`config.mk`:
```
export PLATFORM = sky130hd
export DESIGN_NAME = dacc_common_ctrl
export DESIGN_NICKNAME = d
export VERILOG_FILES = /design/src/hw/dacc_pkg.sv /design/src/hw/dacc_common_ctrl.sv
export VERILOG_INCLUDE_DIRS = /design/src /design/src/hw
export SDC_FILE = /design/constraint.sdc
export NUM_CORES = 1
export LEC_CHECK = 0
export CORE_MARGIN = 2
export CORE_UTILIZATION = 40
export DETAILED_ROUTE_END_ITERATION = 6
export DONT_BUFFER_PORTS = 1
export GPL_TIMING_DRIVEN = 0
export SLEW_MARGIN = 10
export SYNTH_ARGS = -nofsm -noshare
export SYNTH_HDL_FRONTEND = slang
export SYNTH_SLANG_ARGS = --single-unit
```
`constraint.sdc`:
```
create_clock -name aclk -period 1.92 [get_ports aclk]
set_input_delay 0.096 -clock aclk [delete_from_list [all_inputs] [get_ports aclk]]
set_output_delay 0.096 -clock aclk [all_outputs]
set_load 0.05 [all_outputs]
```
`src/hw/dacc_consts.svh`:
```
// Offsets, field positions, reset values and codes of the shared converter control block.
// Assumes inclusion by bare name from the design file.
`ifndef DACC_CONSTS_SVH
`define DACC_CONSTS_SVH
`define DACC_OFF_COMMON 8'h00
`define DACC_OFF_TRIG 8'h04
`define DACC_OFF_ENABLE 8'h08
`define DACC_OFF_GO 8'h0C
`define DACC_OFF_IRQ_STAT 8'h10
`define DACC_OFF_IRQ_EN 8'h14
`define DACC_OFF_IRQ_CLR 8'h18
`define DACC_OFF_RESULT 8'h1C
`define DACC_BIT_JUSTIFY 7
`define DACC_BIT_GO_ALL 2
`define DACC_COMMON_WMASK 8'hF3
`define DACC_COMMON_RESET 8'h00
`define DACC_TRIG_RESET 3'h0
`define DACC_CLK_RC 3'h7
`define DACC_REF_VDD 2'h0
`define DACC_REF_RSVD 2'h1
`define DACC_REF_EXT 2'h2
`define DACC_CONV_CYCLES 4'hB
`endif

```
`src/hw/dacc_pkg.sv`:
```
// Types shared by the shared converter control block.
// Assumes the constants header is on the include path.
package dacc_pkg;
  typedef enum logic [1:0] {DACC_IDLE, DACC_RUN} dacc_conv_e;
  typedef logic [7:0] dacc_byte_t;
endpackage

```
`src/hw/dacc_common_ctrl.sv`:
```
// Shared control of two converters: common control byte, auto trigger, per-converter go flags, AXI4-Lite slave.
// Assumes synchronous inputs on aclk and a single AXI4-Lite master with one write and one read at a time.
`timescale 1ns/1ps
`include "dacc_consts.svh"

// Contract
// - Justify bit selects right or left results.
// - Sync go starts only enabled converters.
// - Sync go reads one while converting.
// - Auto trigger sets both go flags.
// - Sync go reads OR of go flags.
// - Channel switches active only when enabled.
module dacc_common_ctrl (
  input wire logic aclk,
  input wire logic aresetn,
  input wire logic [7:0] s_axi_awaddr,
  input wire logic s_axi_awvalid,
  output logic s_axi_awready,
  input wire logic [31:0] s_axi_wdata,
  input wire logic [3:0] s_axi_wstrb,
  input wire logic s_axi_wvalid,
  output logic s_axi_wready,
  output logic [1:0] s_axi_bresp,
  output logic s_axi_bvalid,
  input wire logic s_axi_bready,
  input wire logic [7:0] s_axi_araddr,
  input wire logic s_axi_arvalid,
  output logic s_axi_arready,
  output logic [31:0] s_axi_rdata,
  output logic [1:0] s_axi_rresp,
  output logic s_axi_rvalid,
  input wire logic s_axi_rready,
  input wire logic [7:0] trig_sources,
  input wire logic [1:0] conv_done,
  input wire logic [9:0] raw_result0,
  input wire logic [9:0] raw_result1,
  input wire logic [13:0] chan_sel0,
  input wire logic [13:0] chan_sel1,
  output logic [1:0] per_converter_go,
  output logic [1:0] converter_on,
  output logic [13:0] chan_switch0,
  output logic [13:0] chan_switch1,
  output logic [2:0] conv_clock_select,
  output logic rc_conv_clock,
  output logic [1:0] pos_ref_select,
  output logic irq
);

  // ---------------------------------------------------------------------------
  // Register state
  // ---------------------------------------------------------------------------
  dacc_pkg::dacc_byte_t common_r;
  logic [2:0] auto_trigger_select_r;
  logic [7:0] trig_prev_r;
  logic [1:0] go_r;
  logic [1:0] on_r;
  logic [1:0] irq_stat_r;
  logic [1:0] irq_en_r;
  logic [15:0] result_r;
  logic [1:0] go_fall;
  logic [1:0] go_prev_r;
  logic aw_have_r;
  logic w_have_r;
  logic [7:0] aw_addr_r;
  logic [31:0] w_data_r;
  logic [3:0] w_strb_r;
  logic wr_fire;
  logic sync_go_wr;
  logic trig_fire;
  logic [31:0] rd_nxt;
  logic rd_ok;
  logic wr_ok;

  assign wr_fire = aw_have_r && w_have_r && !s_axi_bvalid;
  assign sync_go_wr = wr_fire && aw_addr_r == `DACC_OFF_COMMON && w_strb_r[0] && w_data_r[`DACC_BIT_GO_ALL];

  // ---------------------------------------------------------------------------
  // Write channel: address and data taken in either order
  // ---------------------------------------------------------------------------
  always_ff @(posedge aclk)
  begin
    if (!aresetn)
    begin
      aw_have_r <= 1'b0;
      w_have_r <= 1'b0;
      aw_addr_r <= 8'h00;
      w_data_r <= 32'h00000000;
      w_strb_r <= 4'h0;
      s_axi_awready <= 1'b0;
      s_axi_wready <= 1'b0;
      s_axi_bvalid <= 1'b0;
      s_axi_bresp <= 2'h0;
    end
    else
    begin
      s_axi_awready <= !aw_have_r && !s_axi_awready && s_axi_awvalid;
      s_axi_wready <= !w_have_r && !s_axi_wready && s_axi_wvalid;
      if (s_axi_awvalid && s_axi_awready)
      begin
        aw_have_r <= 1'b1;
        aw_addr_r <= s_axi_awaddr;
      end
      if (s_axi_wvalid && s_axi_wready)
      begin
        w_have_r <= 1'b1;
        w_data_r <= s_axi_wdata;
        w_strb_r <= s_axi_wstrb;
      end
      if (wr_fire)
      begin
        aw_have_r <= 1'b0;
        w_have_r <= 1'b0;
        s_axi_bvalid <= 1'b1;
        s_axi_bresp <= wr_ok ? 2'h0 : 2'h2;
      end
      else if (s_axi_bvalid && s_axi_bready)
        s_axi_bvalid <= 1'b0;
    end
  end

  always_comb
  begin
    case (aw_addr_r)
      `DACC_OFF_COMMON, `DACC_OFF_TRIG, `DACC_OFF_ENABLE, `DACC_OFF_IRQ_EN, `DACC_OFF_IRQ_CLR: wr_ok = 1'b1;
      default: wr_ok = 1'b0;
    endcase
  end

  // ---------------------------------------------------------------------------
  // Control registers
  // ---------------------------------------------------------------------------
  always_ff @(posedge aclk)
  begin
    if (!aresetn)
    begin
      common_r <= `DACC_COMMON_RESET;
      auto_trigger_select_r <= `DACC_TRIG_RESET;
      on_r <= 2'h0;
      irq_en_r <= 2'h0;
    end
    else if (wr_fire && w_strb_r[0])
    begin
      if (aw_addr_r == `DACC_OFF_COMMON)
      begin
        // The reserved reference code is not stored; the field keeps its value.
        if (w_data_r[1:0] == `DACC_REF_RSVD)
          common_r <= (w_data_r[7:0] & `DACC_COMMON_WMASK & 8'hFC) | {6'h00, common_r[1:0]};
        else
          common_r <= w_data_r[7:0] & `DACC_COMMON_WMASK;
      end
      if (aw_addr_r == `DACC_OFF_TRIG)
        auto_trigger_select_r <= w_data_r[6:4];
      if (aw_addr_r == `DACC_OFF_ENABLE)
        on_r <= w_data_r[1:0];
      if (aw_addr_r == `DACC_OFF_IRQ_EN)
        irq_en_r <= w_data_r[1:0];
    end
  end

  // ---------------------------------------------------------------------------
  // Auto trigger: codes 0 to 2 select nothing, others pick a source edge
  // ---------------------------------------------------------------------------
  always_ff @(posedge aclk)
  begin
    if (!aresetn)
      trig_prev_r <= 8'h00;
    else
      trig_prev_r <= trig_sources;
  end

  always_comb
  begin
    case (auto_trigger_select_r)
      3'h0, 3'h1, 3'h2: trig_fire = 1'b0;
      3'h7: trig_fire = trig_prev_r[7] && !trig_sources[7];
      default: trig_fire = trig_sources[auto_trigger_select_r] && !trig_prev_r[auto_trigger_select_r];
    endcase
  end

  // ---------------------------------------------------------------------------
  // Per-converter go flags
  // ---------------------------------------------------------------------------
  genvar gi;
  generate
    for (gi = 0; gi < 2; gi++)
    begin : g_conv
      always_ff @(posedge aclk)
      begin
        if (!aresetn)
          go_r[gi] <= 1'b0;
        else if (sync_go_wr && on_r[gi])
          go_r[gi] <= 1'b1;
        else if (trig_fire)
          go_r[gi] <= 1'b1;
        else if (conv_done[gi] || !on_r[gi])
          go_r[gi] <= 1'b0;
      end
      assign go_fall[gi] = go_prev_r[gi] && !go_r[gi];
    end
  endgenerate

  always_ff @(posedge aclk)
  begin
    if (!aresetn)
      go_prev_r <= 2'h0;
    else
      go_prev_r <= go_r;
  end

  // ---------------------------------------------------------------------------
  // Device outputs
  // ---------------------------------------------------------------------------
  always_ff @(posedge aclk)
  begin
    if (!aresetn)
    begin
      per_converter_go <= 2'h0;
      converter_on <= 2'h0;
      chan_switch0 <= 14'h0000;
      chan_switch1 <= 14'h0000;
      conv_clock_select <= 3'h0;
      rc_conv_clock <= 1'b0;
      pos_ref_select <= `DACC_REF_VDD;
      irq <= 1'b0;
    end
    else
    begin
      per_converter_go <= go_r;
      converter_on <= on_r;
      chan_switch0 <= on_r[0] ? chan_sel0 : 14'h0000;
      chan_switch1 <= on_r[1] ? chan_sel1 : 14'h0000;
      conv_clock_select <= common_r[6:4];
      rc_conv_clock <= common_r[6:4] == `DACC_CLK_RC;
      pos_ref_select <= common_r[1:0];
      irq <= |(irq_stat_r & irq_en_r);
    end
  end

  // ---------------------------------------------------------------------------
  // Completion status: set wins over clear
  // ---------------------------------------------------------------------------
  always_ff @(posedge aclk)
  begin
    if (!aresetn)
      irq_stat_r <= 2'h0;
    else if (wr_fire && w_strb_r[0] && aw_addr_r == `DACC_OFF_IRQ_CLR)
      irq_stat_r <= (irq_stat_r & ~w_data_r[1:0]) | go_fall;
    else
      irq_stat_r <= irq_stat_r | go_fall;
  end

  // ---------------------------------------------------------------------------
  // Justified result of converter 0
  // ---------------------------------------------------------------------------
  always_ff @(posedge aclk)
  begin
    if (!aresetn)
      result_r <= 16'h0000;
    else if (go_fall[0])
    begin
      if (common_r[`DACC_BIT_JUSTIFY])
        result_r <= {6'h00, raw_result0};
      else
        result_r <= {raw_result0, 6'h00};
    end
  end

  // ---------------------------------------------------------------------------
  // Read channel
  // ---------------------------------------------------------------------------
  always_comb
  begin
    rd_ok = 1'b1;
    case (s_axi_araddr)
      `DACC_OFF_COMMON: rd_nxt = {24'h000000, common_r[7:3], |go_r, common_r[1:0]};
      `DACC_OFF_TRIG: rd_nxt = {25'h0000000, auto_trigger_select_r, 4'h0};
      `DACC_OFF_ENABLE: rd_nxt = {30'h00000000, on_r};
      `DACC_OFF_GO: rd_nxt = {30'h00000000, go_r};
      `DACC_OFF_IRQ_STAT: rd_nxt = {30'h00000000, irq_stat_r};
      `DACC_OFF_IRQ_EN: rd_nxt = {30'h00000000, irq_en_r};
      `DACC_OFF_IRQ_CLR: rd_nxt = 32'h00000000;
      `DACC_OFF_RESULT: rd_nxt = {16'h0000, result_r};
      default:
      begin
        rd_nxt = 32'h00000000;
        rd_ok = 1'b0;
      end
    endcase
  end

  always_ff @(posedge aclk)
  begin
    if (!aresetn)
    begin
      s_axi_arready <= 1'b0;
      s_axi_rvalid <= 1'b0;
      s_axi_rdata <= 32'h00000000;
      s_axi_rresp <= 2'h0;
    end
    else
    begin
      s_axi_arready <= !s_axi_arready && !s_axi_rvalid && s_axi_arvalid;
      if (s_axi_arvalid && s_axi_arready)
      begin
        s_axi_rvalid <= 1'b1;
        s_axi_rdata <= rd_nxt;
        s_axi_rresp <= rd_ok ? 2'h0 : 2'h2;
      end
      else if (s_axi_rvalid && s_axi_rready)
        s_axi_rvalid <= 1'b0;
    end
  end

endmodule

```
==> summary.txt <==
Crit-path cells - nand4bb_4 > or4b_4 > buf_6 > nor4b_4 > a221o_1
Pwr Density - 974 nW/um^2
Iteration-0 DRC Markers - 185
Post-synth top flop - dfxtp_1
Clock-pin transition on the worst setup and hold timing paths - 50 ps
Maximum VDD drop - 0.000501 V
Worst reg2reg setup slack - 140 ps
GRT Total Usage - 0.193
Core region area - 10,900 um^2
Final net count - 689
GR Overflow Total - 0
Final WS setup - 142 ps
Syn-to-layout area delta - 33.4%
Final hold slack - 25.3 ps
CP peak stage delay - 500 ps
Pleak - 2.40 nW
Wire length on met2 - 5490 um
Min Tclk post-route - 1780 ps
Synth Area in XOR/XNOR - 0
Reg2Reg Capture Point - s_axi_rdata[5]
Clock latency on the worst-skew pair - 410 ps
Routed Antenna Nets - 0
Area post-placement - 4750 um^2
Synth cell types - 42
Layout cells sized above 1 - 0.104
Post-Synth Simple-Gate Area - 0.241
Worst Skew - 11.7 ps
First-pass GRT wire length - 17,500 um
Multi-input logic area - 1950 um^2
Unrepaired setup endpoints after global routing - false
Mux cell area share after synthesis - 0.0408
Max stage delay cell, worst path - or4b_4
Final setup violation count - 0
WHS Endpoint - s_axi_rresp[1]
Sequential area share after synthesis - 0.524
Die H - 110 um
Routed vias - 3,614
Startpoint Class - register
Max-cap check violation count - 0
WL met1 - 4950 um
Synth Area in Adders - 0
Required @ worst endpoint - 2260 ps
Synth Warn # - 0
Max clock buf depth - 2
Residual DRC - 0
Ys async rst share - 0
DR top layer - met4
Avg WL per Cell - 15.8 um
R2R Path Start - s_axi_arready
Drt pass-1 iters - 5
Mean Syn Cell Area - 9.62 um^2
Port Buffer Count - 0
Most common cell after layout, fill and taps aside - dfxtp_1
Period utilization - 0.926
Root Buffer - clkbuf_16
Crit end category - register
Sequential standard cell area - 2370 um^2
Fin area - 6020 um^2
Chip Width - 110 um
Most frequent cells in the layout - dfxtp_1 (117), nand2_1 (67), dlygate4sd3_1 (67), a21boi_0 (34), and3_1 (32)
Max Fclk - 0.563 GHz
Vias per cell - 4.98
Clock buffer count from CTS - 17
Mapped cell area - 4510 um^2
Final HPWL DP - 8030 um
Final Hold Fails - 0
FF+latch count, synth - 118
Number of synthesized flops with an enable pin - 0
Inserted Diodes - 0
Post-Route WL - 11,400 um
Tot Pwr - 5.86 mW
Hold WC Path Type - primary input to register
Initial Util - 0.413
Final Wtd Congestion - 0.788
# H-tree levels - 4
Full die area - 12,100 um^2
Hold path depth - 3
CTS tree - built
Initial antenna violation count - 0
Fillers - 988
Compound-Gate Fraction of Synth Area - 0.130
Final setup TNS - 0 ps
Ports - 197
Vias in the first global route - 3,556
Largest net degree at the start of global routing - 17
Actual slew at the worst max-slew pin - 612 ps
Outcome - completed
WS Path Type - register to register
Place WS - -45.5 ps
CP arrival - 2120 ps
Slew headroom - 0.592
Syn Inst Count - 469
R2R cell count - 5
Largest family of logic cells by synthesized area - simple AND/OR/NAND/NOR gates
Std-Cell Rows - 38
Met3 WL - 847 um
Clock sinks - 118
Hold_sp - s_axi_arvalid
Slew Viols, Final - 0
CP max FO - 8
==> registers in the layout, indices dropped and copies added, names as in the netlist, 3 cells and up <==
name and cells:
trig_prev_r 5, conv_clock_select 3, result_r 16, chan_switch0 14
common_r 6, w_data_r 7, chan_switch1 14, s_axi_rdata 16
auto_trigger_select_r 3, aw_addr_r 8
==> through the flow <==
| step | cells | util |
|---|---|---|
| 2_1_floorplan | 486 | - |
| 3_3_place_gp | 626 | 0.435 |
| 3_5_place_dp | 626 | 0.435 |
| 4_1_cts | 725 | 0.548 |
| 5_1_grt | 725 | 0.550 |
| 6_report | 725 | 0.550 |
==> critical path: cells and delay by family (launching register included) <==
family          cells  cell delay [ps]
compound gates      1              190
buf+inv             1              150
flops               1              470
simple gates        3              910
==> routing by layer <==
metal  up-vias  track usage
met3        14       0.0670
li1       1800            -
met4         0       0.0679
met2       125        0.324
met5         -            0
met1      1675        0.230
==> area by class of cell <==
type | count | area share
flip-flops and latches | 118 | 0.393
multi-input cells | 316 | 0.324
repair buffers | 67 | 0.111
clock buffers | 21 | 0.0782
plain buffers | 49 | 0.0459
well taps | 140 | 0.0291
clock inverters | 11 | 0.0168
inverters | 3 | 0.00187
==> cells by family (layout without fill, tap and decap cells) <==
family,count (synthesis),count (layout)
AO/OA/AOI/OAI,81,81
buffers and inverters,52,151
flip-flops,118,118
multiplexers,17,17
other,1,18
AND/OR/NAND/NOR,200,200
==> worst max path at each step <==
stage | slack, ps | from | endpoint
after detailed placement | -50 | s_axi_arready | s_axi_rdata[6]
after floorplan | 120 | s_axi_arready | s_axi_rdata[4]
after global routing | 20 | per_converter_go[0] | result_r[2]
after CTS | 6 | aw_addr_r[7] | common_r[1]
final | 140 | s_axi_arready | s_axi_rdata[5]
after global placement | -9 | s_axi_arready | s_axi_rdata[6]
==> power breakdown <==
group          total, mW  internal [mW]  switching (mW)  leakage [nW]
clock network       2.97           1.88            1.09         0.271
registers           2.52           2.47          0.0425         0.954
logic              0.375          0.176           0.199          1.17
==> cell usage after synthesis (all sizes together), types with 2 or more instances <==
library cell  instances  area, um^2
and2                 14        87.6
nand3b                7        52.6
and3b                 2        17.5
a21boi               34         255
a221o                 3        30.0
and3                 32         200
a21oi                 7        35.0
mux2i                15         150
o21ai                10        50.1
nand3                24         120
a22oi                14         105
o211a                 4        40.0
clkbuf               29         119
o221ai                2        17.5
dfxtp               118        2360
nor3                  8        40.0
nor2b                14        87.6
and4                  3        26.3
a31oi                 3        18.8
nand2b               10        62.6
nor4b                 2        32.5
nor3b                 3        27.5
buf                  20         158
inv                   3        11.3
nand2                67         251
nor2                  9        33.8
==> what timing repair did <==
| item | CTS | global route |
|---|---|---|
| endpoints found under the setup margin | 3 | 14 |
| endpoints found under the hold margin | 76 | 0 |
| setup buffers | 0 | 0 |
| resized for setup | 1 | 2 |
| hold buffers | 67 | 0 |
| pin swaps | 0 | 0 |
Note: power is estimated with default switching activity, not from simulation.
